[config.mk]
export PLATFORM = sky130hd
export DESIGN_NAME = waveform_sequence_slots
export DESIGN_NICKNAME = d
export VERILOG_FILES = /design/src/seq_slots_pkg.sv /design/src/waveform_sequence_slots.sv /design/src/slot_store.sv
export SDC_FILE = /design/constraint.sdc
export NUM_CORES = 1
export LEC_CHECK = 0
export BUFFER_PORTS_ARGS = -buffer_cell sky130_fd_sc_hd__buf_4
export CAP_MARGIN = 25
export CORE_MARGIN = 2
export CORE_UTILIZATION = 66
export DETAILED_ROUTE_END_ITERATION = 10
export PLACE_DENSITY = 0.85
export SETUP_SLACK_MARGIN = 0.15
export SYNTH_ARGS = -nofsm -noshare
export SYNTH_HDL_FRONTEND = slang
export SYNTH_SLANG_ARGS = --single-unit
[constraint.sdc]
create_clock -name core_clk_i -period 4.6 [get_ports core_clk_i]
set_input_delay 1.38 -clock core_clk_i [delete_from_list [all_inputs] [get_ports core_clk_i]]
set_output_delay 1.38 -clock core_clk_i [all_outputs]
set_load 0.1 [all_outputs]
[src/seq_slots_pkg.sv]
// Package of offsets, field layout, reset values and timing for the slot sequencer
package seq_slots_pkg;
	localparam logic [7:0] TRIGGER_OFFSET    = 8'h0C;
	localparam logic [7:0] FIRST_SLOT_OFFSET = 8'h0F;
	localparam logic [7:0] LAST_SLOT_OFFSET  = 8'h16;
	localparam logic [7:0] SLOT_FIVE_OFFSET  = 8'h13;
	localparam logic [7:0] SLOT_SIX_OFFSET   = 8'h14;
	localparam int         TRIGGER_BIT       = 0;
	localparam int         DELAY_FLAG_BIT    = 7;
	localparam int         ENTRY_MSB         = 6;
	localparam int         SLOT_COUNT        = 8;
	localparam logic [7:0] SLOT_RESET        = 8'h00;
	localparam int         CLK_PERIOD_NS     = 8;
	localparam int         DELAY_STEP_MS     = 10;
	localparam int         DELAY_STEP_CYCLES = (DELAY_STEP_MS * 1000000) / CLK_PERIOD_NS;
endpackage

[src/waveform_sequence_slots.sv]
// Waveform slot sequencer: slot registers, trigger and playback walk
//
// Behaviour
// RQ1: Flag bit seven makes slot an idle wait
// RQ2: Wait lasts ten milliseconds times field value
// RQ3: Clear flag means field is library index
// RQ4: Trigger starts the walk at first slot
// RQ5: Advance after waveform ends if next nonzero
// RQ6: Stop at zero entry or after eight
// RQ7: Zero entry stops, plays nothing
// RQ8: Wait gaps honoured before moving on
// RQ9: Expired wait counts as played, then continue
module waveform_sequence_slots
	import seq_slots_pkg::*;
#(
	parameter int STEP_CYCLES = DELAY_STEP_CYCLES
)(
	input  wire logic       core_clk_i,
	input  wire logic       rst_n_i,
	input  wire logic       reg_wr_i,
	input  wire logic       reg_rd_i,
	input  wire logic [7:0] reg_addr_i,
	input  wire logic [7:0] reg_wdata_i,
	output logic      [7:0] reg_rdata_o,
	output logic      [6:0] wave_index_o,
	output logic            wave_start_o,
	input  wire logic       wave_done_i,
	output logic            playing_o,
	output logic            idling_o
);
	// ----------------------------------------------------------------
	// Register access
	// ----------------------------------------------------------------
	typedef enum logic [4:0] {
		S_IDLE  = 5'b00001,
		S_FETCH = 5'b00010,
		S_DECO  = 5'b00100,
		S_PLAY  = 5'b01000,
		S_WAIT  = 5'b10000
	} seq_state_e;

	seq_state_e state_q, state_d;
	logic [2:0]  idx_q, idx_d;
	logic [6:0]  steps_q, steps_d;
	logic [31:0] tick_q, tick_d;
	logic [7:0]  rdata_d;
	logic [7:0]  slot_data;
	logic [7:0]  trig_q, trig_d;
	logic        slot_hit;
	logic [2:0]  wr_idx;
	logic [7:0]  shadow_q [SLOT_COUNT];
	logic [7:0]  shadow_d [SLOT_COUNT];
	logic [6:0]  widx_d;
	logic        wstart_d, playing_d, idling_d;

	assign slot_hit = (reg_addr_i >= FIRST_SLOT_OFFSET) && (reg_addr_i <= LAST_SLOT_OFFSET);
	assign wr_idx   = 3'(reg_addr_i - FIRST_SLOT_OFFSET);

	slot_store #(.DEPTH(SLOT_COUNT)) i_slot_store (
		.core_clk_i (core_clk_i),
		.rst_n_i    (rst_n_i),
		.wr_en_i    (reg_wr_i && slot_hit),
		.wr_idx_i   (wr_idx),
		.wr_data_i  (reg_wdata_i),
		.rd_idx_i   (idx_q),
		.rd_data_o  (slot_data)
	);

	// Shadow copy serves host reads so the sequencer owns the memory read port
	always_comb
	begin
		for (int i = 0; i < SLOT_COUNT; i++)
		begin
			shadow_d[i] = shadow_q[i];
		end
		if (reg_wr_i && slot_hit)
		begin
			shadow_d[wr_idx] = reg_wdata_i;
		end
		trig_d = trig_q;
		if (state_q == S_IDLE && trig_q[TRIGGER_BIT])
		begin
			trig_d[TRIGGER_BIT] = 1'b0;
		end
		if (state_q != S_IDLE && state_d == S_IDLE)
		begin
			trig_d[TRIGGER_BIT] = 1'b0;
		end
		if (reg_wr_i && reg_addr_i == TRIGGER_OFFSET)
		begin
			trig_d = reg_wdata_i;
		end
		rdata_d = 8'h00;
		if (reg_rd_i)
		begin
			if (slot_hit)
			begin
				rdata_d = shadow_q[wr_idx];
			end
			else if (reg_addr_i == TRIGGER_OFFSET)
			begin
				rdata_d = {trig_q[7:1], (state_q != S_IDLE)};
			end
		end
	end

	// ----------------------------------------------------------------
	// Sequencer
	// ----------------------------------------------------------------
	always_comb
	begin
		state_d   = state_q;
		idx_d     = idx_q;
		steps_d   = steps_q;
		tick_d    = tick_q;
		widx_d    = wave_index_o;
		wstart_d  = 1'b0;
		playing_d = 1'b0;
		idling_d  = 1'b0;
		case (state_q)
			S_IDLE:
			begin
				if (trig_q[TRIGGER_BIT])
				begin
					idx_d   = 3'h0;   // see RQ4
					state_d = S_FETCH;
				end
			end
			S_FETCH:
			begin
				state_d = S_DECO;
			end
			S_DECO:
			begin
				if (slot_data == 8'h00)
				begin
					state_d = S_IDLE;  // see RQ7
				end
				else if (slot_data[DELAY_FLAG_BIT])
				begin
					steps_d = slot_data[ENTRY_MSB:0];  // see RQ1
					tick_d  = 32'h0;
					state_d = S_WAIT;
				end
				else
				begin
					widx_d   = slot_data[ENTRY_MSB:0];  // see RQ3
					wstart_d = 1'b1;
					state_d  = S_PLAY;
				end
			end
			S_PLAY:
			begin
				playing_d = 1'b1;
				if (wave_done_i)
				begin
					playing_d = 1'b0;
					if (idx_q == 3'(SLOT_COUNT - 1))
					begin
						state_d = S_IDLE;  // see RQ6
					end
					else
					begin
						idx_d   = idx_q + 3'h1;  // see RQ5
						state_d = S_FETCH;
					end
				end
			end
			S_WAIT:
			begin
				idling_d = 1'b1;
				if (steps_q == 7'h00)
				begin
					idling_d = 1'b0;
					if (idx_q == 3'(SLOT_COUNT - 1))
					begin
						state_d = S_IDLE;  // see RQ6
					end
					else
					begin
						idx_d   = idx_q + 3'h1;  // see RQ9
						state_d = S_FETCH;
					end
				end
				else if (tick_q == 32'(STEP_CYCLES - 1))
				begin
					tick_d  = 32'h0;
					steps_d = steps_q - 7'h1;  // see RQ2
				end
				else
				begin
					tick_d = tick_q + 32'h1;  // see RQ8
				end
			end
			default:
			begin
				state_d = S_IDLE;
			end
		endcase
	end

	always_ff @(posedge core_clk_i or negedge rst_n_i)
	begin
		if (!rst_n_i)
		begin
			state_q      <= S_IDLE;
			idx_q        <= 3'h0;
			steps_q      <= 7'h00;
			tick_q       <= 32'h0;
			trig_q       <= 8'h00;
			reg_rdata_o  <= 8'h00;
			wave_index_o <= 7'h00;
			wave_start_o <= 1'b0;
			playing_o    <= 1'b0;
			idling_o     <= 1'b0;
			for (int i = 0; i < SLOT_COUNT; i++)
			begin
				shadow_q[i] <= SLOT_RESET;
			end
		end
		else
		begin
			state_q      <= state_d;
			idx_q        <= idx_d;
			steps_q      <= steps_d;
			tick_q       <= tick_d;
			trig_q       <= trig_d;
			reg_rdata_o  <= rdata_d;
			wave_index_o <= widx_d;
			wave_start_o <= wstart_d;
			playing_o    <= playing_d;
			idling_o     <= idling_d;
			shadow_q     <= shadow_d;
		end
	end

	// ----------------------------------------------------------------
	// Checks
	// ----------------------------------------------------------------
	start_first_a: assert property (@(posedge core_clk_i) disable iff (!rst_n_i) // see RQ4
		(state_q == S_IDLE && trig_q[TRIGGER_BIT]) |=> (state_q == S_FETCH && idx_q == 3'h0))
		else $error("trigger did not start at first slot");
	zero_stop_a: assert property (@(posedge core_clk_i) disable iff (!rst_n_i) // see RQ7
		(state_q == S_DECO && slot_data == 8'h00) |=> (state_q == S_IDLE && !wave_start_o))
		else $error("zero entry did not stop");
	wait_idle_a: assert property (@(posedge core_clk_i) disable iff (!rst_n_i) // see RQ1
		(state_q == S_DECO && slot_data[DELAY_FLAG_BIT]) |=> (state_q == S_WAIT && !wave_start_o))
		else $error("flagged slot did not idle");
	wave_index_a: assert property (@(posedge core_clk_i) disable iff (!rst_n_i) // see RQ3
		(state_q == S_DECO && slot_data != 8'h00 && !slot_data[DELAY_FLAG_BIT])
		|=> (wave_start_o && wave_index_o == $past(slot_data[ENTRY_MSB:0])))
		else $error("wave index mismatch");
	advance_a: assert property (@(posedge core_clk_i) disable iff (!rst_n_i) // see RQ5
		(state_q == S_PLAY && wave_done_i && idx_q != 3'h7) |=> (idx_q == $past(idx_q) + 3'h1))
		else $error("slot did not advance");
	last_stop_a: assert property (@(posedge core_clk_i) disable iff (!rst_n_i) // see RQ6
		(state_q inside {S_PLAY, S_WAIT} && state_d != state_q && idx_q == 3'h7)
		|=> state_q == S_IDLE)
		else $error("did not stop after eighth slot");
	step_count_a: assert property (@(posedge core_clk_i) disable iff (!rst_n_i) // see RQ2
		(state_q == S_WAIT && tick_q == 32'(STEP_CYCLES - 1) && steps_q != 7'h00)
		|=> (steps_q == $past(steps_q) - 7'h1 && tick_q == 32'h0))
		else $error("delay step miscounted");
	gap_hold_a: assert property (@(posedge core_clk_i) disable iff (!rst_n_i) // see RQ8
		(state_q == S_WAIT && steps_q != 7'h00) |=> (state_q == S_WAIT && !wave_start_o))
		else $error("gap cut short");
	wait_next_a: assert property (@(posedge core_clk_i) disable iff (!rst_n_i) // see RQ9
		(state_q == S_WAIT && steps_q == 7'h00 && idx_q != 3'h7) |=> state_q == S_FETCH)
		else $error("wait did not continue");

	play_c: cover property (@(posedge core_clk_i) disable iff (!rst_n_i) wave_start_o);
	wait_c: cover property (@(posedge core_clk_i) disable iff (!rst_n_i) state_q == S_WAIT);
	zero_wait_c: cover property (@(posedge core_clk_i) disable iff (!rst_n_i)
		state_q == S_DECO && slot_data == 8'h80);
	full_c: cover property (@(posedge core_clk_i) disable iff (!rst_n_i)
		state_q == S_PLAY && idx_q == 3'h7 && wave_done_i);
endmodule

[src/slot_store.sv]
// Eight-entry slot memory with a registered read port
module slot_store
	import seq_slots_pkg::*;
#(
	parameter int DEPTH = SLOT_COUNT
)(
	input  wire logic                     core_clk_i,
	input  wire logic                     rst_n_i,
	input  wire logic                     wr_en_i,
	input  wire logic [$clog2(DEPTH)-1:0] wr_idx_i,
	input  wire logic [7:0]               wr_data_i,
	input  wire logic [$clog2(DEPTH)-1:0] rd_idx_i,
	output logic      [7:0]               rd_data_o
);
	logic [7:0] mem_q [DEPTH];
	logic [7:0] mem_d [DEPTH];
	logic [7:0] rd_d;

	always_comb
	begin
		for (int i = 0; i < DEPTH; i++)
		begin
			mem_d[i] = mem_q[i];
		end
		if (wr_en_i)
		begin
			mem_d[wr_idx_i] = wr_data_i;
		end
		rd_d = mem_q[rd_idx_i];
	end

	always_ff @(posedge core_clk_i or negedge rst_n_i)
	begin
		if (!rst_n_i)
		begin
			for (int i = 0; i < DEPTH; i++)
			begin
				mem_q[i] <= SLOT_RESET;
			end
			rd_data_o <= SLOT_RESET;
		end
		else
		begin
			mem_q     <= mem_d;
			rd_data_o <= rd_d;
		end
	end
endmodule

## Word-level counts from Yosys, hierarchy flattened

Cells that the tools add are included.

| word-level totals | value |
|---|---|
| output and inout port bits | 18 |
| RAM bits | 0 |
| flip-flop bits (word level) | 209 |
| input bits | 21 |
| memories | 0 |
| bits in latches | 0 |
| memory bits (read-only) | 0 |
| word-level logic and storage cells | 118 |

| cells by class | value |
|---|---|
| div/mod/pow operators | 0 |
| bitwise logic cells | 4 |
| order comparisons | 5 |
| equal/unequal tests | 17 |
| multipliers | 0 |
| $add $sub $neg | 4 |
| shift-type cells | 0 |
| mux-type cells | 45 |
| reductions and logical operators | 15 |

Operator list:

| kind | number |
|---|---|
| 64-bit bitwise mux | 2 |
| 32-bit 2-to-1 mux | 4 |
| 8-bit 2-to-1 mux | 8 |
| 32-bit one-hot mux with 2 select lines | 1 |
| 8-bit binary-select mux with 3-bit select | 2 |
| 32-bit by 1-bit adder with 32-bit output (second input constant) | 1 |
| 32-bit by 21-bit == test with 1-bit output (second input constant) | 1 |
| 7-bit 2-to-1 mux | 4 |
| 5-bit 2-to-1 mux | 5 |
| 5-bit one-hot mux with 5 select lines | 1 |
| 8-bit demux with 3-bit select | 1 |
| 7-bit one-hot mux with 2 select lines | 1 |
| 3-bit 2-to-1 mux | 4 |
| 2-bit inequality test (second input constant) | 6 |
| 5-bit by 1-bit == test with 1-bit output (second input constant) | 2 |
| 1-bit 2-to-1 mux | 10 |
| 3-bit one-hot mux with 3 select lines | 1 |
| 8-bit by 4-bit == test with 1-bit output (second input constant) | 1 |
| 4-bit greater-or-equal comparator (second input constant) | 2 |
| 8-bit by 4-bit greater-or-equal comparator with 1-bit output (second input constant) | 1 |
| 8-bit by 5-bit less-or-equal comparator with 1-bit output (second input constant) | 1 |
| 8-bit logical NOT | 1 |
| 3-bit NOT with 4-bit output | 2 |
| 4-bit AND reduction | 2 |
| other kinds (19) | 26 |

## Depth between registers and ports, before layout

| logic depth | value |
|---|---|
| depth after elaboration | 8 |
| depth in mapped cells | 11 |
| gate-level depth less buffers | 9 |

## By module

From an unflattened synthesis, not the netlist that was laid out.

| unflattened totals | value |
|---|---|
| cells, all modules | 805 |
| area total of the unflattened synthesis | 10109.7 µm² |

By module, submodules not included:

| module | cells an instance | sequential area each (µm²) | instances | area each (µm²) |
|---|---|---|---|---|
| waveform_sequence_slots | 625 | 3429.5 | 1 | 6916.6 |
| slot_store | 180 | 1801.7 | 1 | 3193.1 |

## Worst setup path after synthesis

Ideal clock, no wire load.

| path | value |
|---|---|
| kind | input -> register |
| from | input reg_addr_i[0] |
| to | register i_slot_store.mem_q[10] (netlist bit) |
| path slack | 1069 ps |
| path buffers | 2 |
| arrival time | 3406 ps |
| required time | 4475 ps |
| stages on the path | 7 |
| library setup time | 125 ps |
| path through | clkinv_1 > ha_1 > buf_2 > clkbuf_1 > nand3_1 > nor3_2 > mux2_2 |

| between the ends | value |
|---|---|
| longest elaborated chain between the ends | 7 |
| elaborated cells between the ends (all ways) | 12 |
| those cells by class | add/sub (1); order compare (4); mux (3); bitwise (1); reduce/logical (3) |

RTL lines:

| item | line | RTL |
|---|---|---|
| from (decl) | waveform_sequence_slots.sv:22 | `input wire logic [7:0] reg_addr_i,` |
| 3-bit subtractor | waveform_sequence_slots.sv:57 | `assign wr_idx = 3'(reg_addr_i - FIRST_SLOT_OFFSET);` |
| 3-bit NOT with 4-bit output (implied by the code) | slot_store.sv:27 | `mem_d[wr_idx_i] = wr_data_i;` |
| 4-bit greater-or-equal comparator (implied by the code) or 4-bit by 1-bit < comparator with 1-bit output (tied branches) | slot_store.sv:27 |  |
| 1-bit logical AND (implied by the code) | slot_store.sv:27 |  |
| 8-bit 2-to-1 mux (implied by the code) | slot_store.sv:27 |  |
| 8-bit demux with 3-bit select | slot_store.sv:27 |  |
| 64-bit bitwise mux | slot_store.sv:27 |  |
| to (signal assigned) | slot_store.sv:44 | `mem_q <= mem_d;` |
| to (decl) | slot_store.sv:15 | `logic [7:0] mem_q [DEPTH];` |

Parallel ways exist; a longest one is shown, timed or not.
A chain may end at the register's enable or synchronous reset.

## Final worst setup path

| path | value |
|---|---|
| from | input reg_addr_i[0] |
| to | register shadow_q[51] (netlist bit) |

| between the ends | value |
|---|---|
| longest elaborated chain between the ends | 7 |
| elaborated cells between the ends (all ways) | 12 |
| those cells by class | add/sub (1); order compare (4); mux (3); bitwise (1); reduce/logical (3) |

RTL lines:

| item | line | RTL |
|---|---|---|
| 3-bit subtractor | waveform_sequence_slots.sv:57 |  |
| 3-bit NOT with 4-bit output (implied by the code) | waveform_sequence_slots.sv:78 | `shadow_d[wr_idx] = reg_wdata_i;` |
| 4-bit greater-or-equal comparator (implied by the code) or 4-bit by 1-bit < comparator with 1-bit output (tied branches) | waveform_sequence_slots.sv:78 |  |
| 1-bit logical AND (implied by the code) | waveform_sequence_slots.sv:78 |  |
| 8-bit 2-to-1 mux (implied by the code) | waveform_sequence_slots.sv:78 |  |
| 8-bit demux with 3-bit select | waveform_sequence_slots.sv:78 |  |
| 64-bit bitwise mux | waveform_sequence_slots.sv:78 |  |
| to (signal assigned) | waveform_sequence_slots.sv:233 | `shadow_q <= shadow_d;` |
| to (decl) | waveform_sequence_slots.sv:51 | `logic [7:0] shadow_q [SLOT_COUNT];` |

Parallel ways exist; a longest one is shown, timed or not.

==> flow_summary.json <==
{
  "regArea_mm2": 0.003630,
  "worstPathArrival_ps": 4120,
  "crit_type": "input pin to flip-flop",
  "cp-end-kind": "flip-flop",
  "period_needed_ps": 3822,
  "finalSetupViolations": 0,
  "switching_share_pct": 22.25,
  "finClkSkew_ps": 6.598,
  "cp_max_fo": 23,
  "setup-tns-final_ps": 0,
  "dieWidth_um": 110.3,
  "synth_commonest_cells": "144 x dfrtp_1, 84 x mux2_2, 64 x nand2_1",
  "grt_setup_unrepaired": "no",
  "cts.sinks": 145,
  "htree_num_levels": 4,
  "synth_top_cell_area_share_pct": 48.31,
  "async_flop_share_pct": 100.0,
  "status": "complete, no violations",
  "synth_edf_count": 0,
  "antenna_cells": 0,
  "ys_ff_latch": 145,
  "numCtsBuffers": 17,
  "yosys.area.top_type": "dfrtp_1",
  "wl_per_cell_um": 21.48,
  "p_switching_mw": 0.6487,
  "pwr-share-comb_pct": 7.0,
  "power.density_mw_per_mm2": 342.6,
  "cp-start-kind": "input pin",
  "antenna_found_initial": 0,
  "cts_root_buf": "clkbuf_16",
  "finalCritPeriodShare_pct": 83.09,
  "rows": 38,
  "leakage_nw": 3.907,
  "hp-class": "flip-flop to flip-flop",
  "grt_usage_pct": 31.73,
  "syn2layout_area_growth_pct": 14.09,
  "fill_cells": 651,
  "grt_pass1_vias": 5532,
  "vias": 5637,
  "pwr-share-seq_pct": 46.4,
  "die_h_um": 110.3,
  "synthFlopType": "dfrtp_1",
  "mappedNetlistArea_mm2": 0.007458,
  "synth.most_common_cell": "dfrtp_1",
  "clkPwrFrac_pct": 46.6,
  "syn_inst": 645,
  "clk_path_buf_depth": 2,
  "synth_nets": 674,
  "multiInputGateArea_mm2": 0.003612,
  "dp_hpwl_um": 11940,
  "grt_first_pass_wirelength_um": 28480,
  "finalHoldViolCount": 0,
  "peakVddDrop_v": 0.0003864,
  "grt_start_max_net_pins": 113,
  "clk_pin_slew_ps": 50,
  "layout-drive-gt1-share_pct": 29.00,
  "gp_congestion": 0.9484,
  "netlist_top_cells_area": "dfrtp_1 48%, mux2_2 13%, mux4_2 7.5%",
  "ys_types": 60,
  "ant_nets": 0,
  "clock_latency_ps": 420,
  "synth-seq-area-share_pct": 48.67,
  "p_total_mw": 2.915,
  "ios": 39,
  "via_per_inst": 6.711,
  "start_util_pct": 68.20,
  "max_slew_margin_pct": 37.67,
  "cts_tree": "built",
  "fin_nets": 716,
  "grt_overflow": 0,
  "drt_iter0_drc": 578,
  "max_freq_ghz": 0.2616,
  "routed_wl_um": 18040,
  "drv_slew": 0,
  "first_pass_iters": 4,
  "avgSynthCellArea_um2": 11.56,
  "cts_hold_buf": 0,
  "yosys_warnings": 0,
  "cap_viol_max_count": 0,
  "io_buffers": 38,
  "drc_errors": 0,
  "required_ps": 4900,
  "cell_internal_pwr_mw": 2.266,
  "postCtsSetupBuffers": 0,
  "die_area_mm2": 0.01217,
  "fp.coreArea_mm2": 0.01094,
  "worstMarginPinSlew_ps": 931.5,
  "cts_resized": 0
}
==> worst paths after layout <==
path                                             startpoint                          end  slack [ps]  cells past startpoint
worst max register to register       steps_q[3]$_DFFE_PN0P_       tick_q[27]$_DFFE_PN0P_        1730                      8
max in group asynchronous                           rst_n_i         state_q[0]$_DFF_PN1_        2820                      3
worst min-delay path            wave_index_o[6]$_DFFE_PN0P_  wave_index_o[6]$_DFFE_PN0P_         490                      2
worst min register to register  wave_index_o[6]$_DFFE_PN0P_  wave_index_o[6]$_DFFE_PN0P_         490                      2
min in group asynchronous                           rst_n_i       tick_q[25]$_DFFE_PN0P_         770                      1
worst max-delay path                          reg_addr_i[0]     shadow_q[51]$_DFFE_PN0P_         780                      7
==> placed cells by master, fill, tap and decap left out, drive strengths merged, types with 5 or more instances in the layout <==
master / synthesis / layout
dfrtp: 144 / 144
mux2: 84 / 84
nand2: 64 / 64
buf: 16 / 53
clkbuf: 15 / 28
nor2: 27 / 27
mux4: 25 / 25
o21ai: 23 / 23
a21oi: 22 / 22
nand3: 22 / 22
inv: 17 / 17
nor3: 17 / 17
and3: 16 / 16
xnor2: 15 / 15
nand4: 14 / 14
or3: 12 / 12
ha: 8 / 8
nor4: 8 / 8
a31oi: 7 / 7
a2111oi: 6 / 6
o21a: 5 / 5
o22ai: 5 / 5
nand2b: 5 / 5
a211oi: 5 / 5
==> stage by stage <==
stage	hold slack [ps]	std cells	worst slack [ps]	cell area, um^2	utilization [%]
5_1_grt	513.9	840	688.4	8509	77.81
6_report	485.1	840	777.9	8509	77.81
2_1_floorplan	452.5	645	1069	7458	-
3_3_place_gp	461.8	803	456.7	7856	71.84
4_1_cts	487.7	837	828.6	8469	77.45
3_5_place_dp	473.9	805	443.8	7891	72.16
==> cell families after synthesis <==
family,Yosys count,synth area share [%]
compound gates,104,9.462
xor+xnor,19,2.231
fa+ha+maj,8,1.342
buf+inv,49,2.902
flops,145,48.67
mux,112,20.63
simple gates,208,14.76
==> layer usage <==
layer	routed length (um)	track usage, %
met1	7358	39.94
met2	9169	53.55
met5	0	0
met3	1049	6.761
met4	465	13.21
==> worst max-delay path: stages <==
cell,delay (ps)
buf_4,240
clkinv_1,360
ha_1,480
buf_4,230
nor3b_1,260
nand4_1,630
mux2_2,520
==> power groups by stage <==
stage | Clock (mW) | Sequential, mW | Combinational (mW)
floorplan | 0 | 1.36 | 0.122
global placement | 0 | 1.37 | 0.191
detailed placement | 0 | 1.37 | 0.199
CTS | 1.37 | 1.35 | 0.202
global route | 1.42 | 1.36 | 0.224
finish | 1.36 | 1.35 | 0.205
==> state kept, by name, indices dropped and copies added (netlist names) <==
signal / count
idx_q: 3
reg_rdata_o: 8
wave_index_o: 7
wave_start_o: 1
idling_o: 1
i_slot_store.mem_q: 16
i_slot_store.rd_data_o: 8
playing_o: 1
shadow_q: 48
steps_q: 7
state_q: 5
tick_q: 32
trig_q: 8
==> layout make-up <==
cell class,instances,share of cell area [%]
clock inverter,5,0.8822
inverter,18,0.7940
sequential,145,42.66
clock buffer,27,5.911
timing repair buffer,54,5.249
tap,140,2.059
multi-input combinational,451,42.45
No activity file was read; power rests on OpenSTA's default activity.
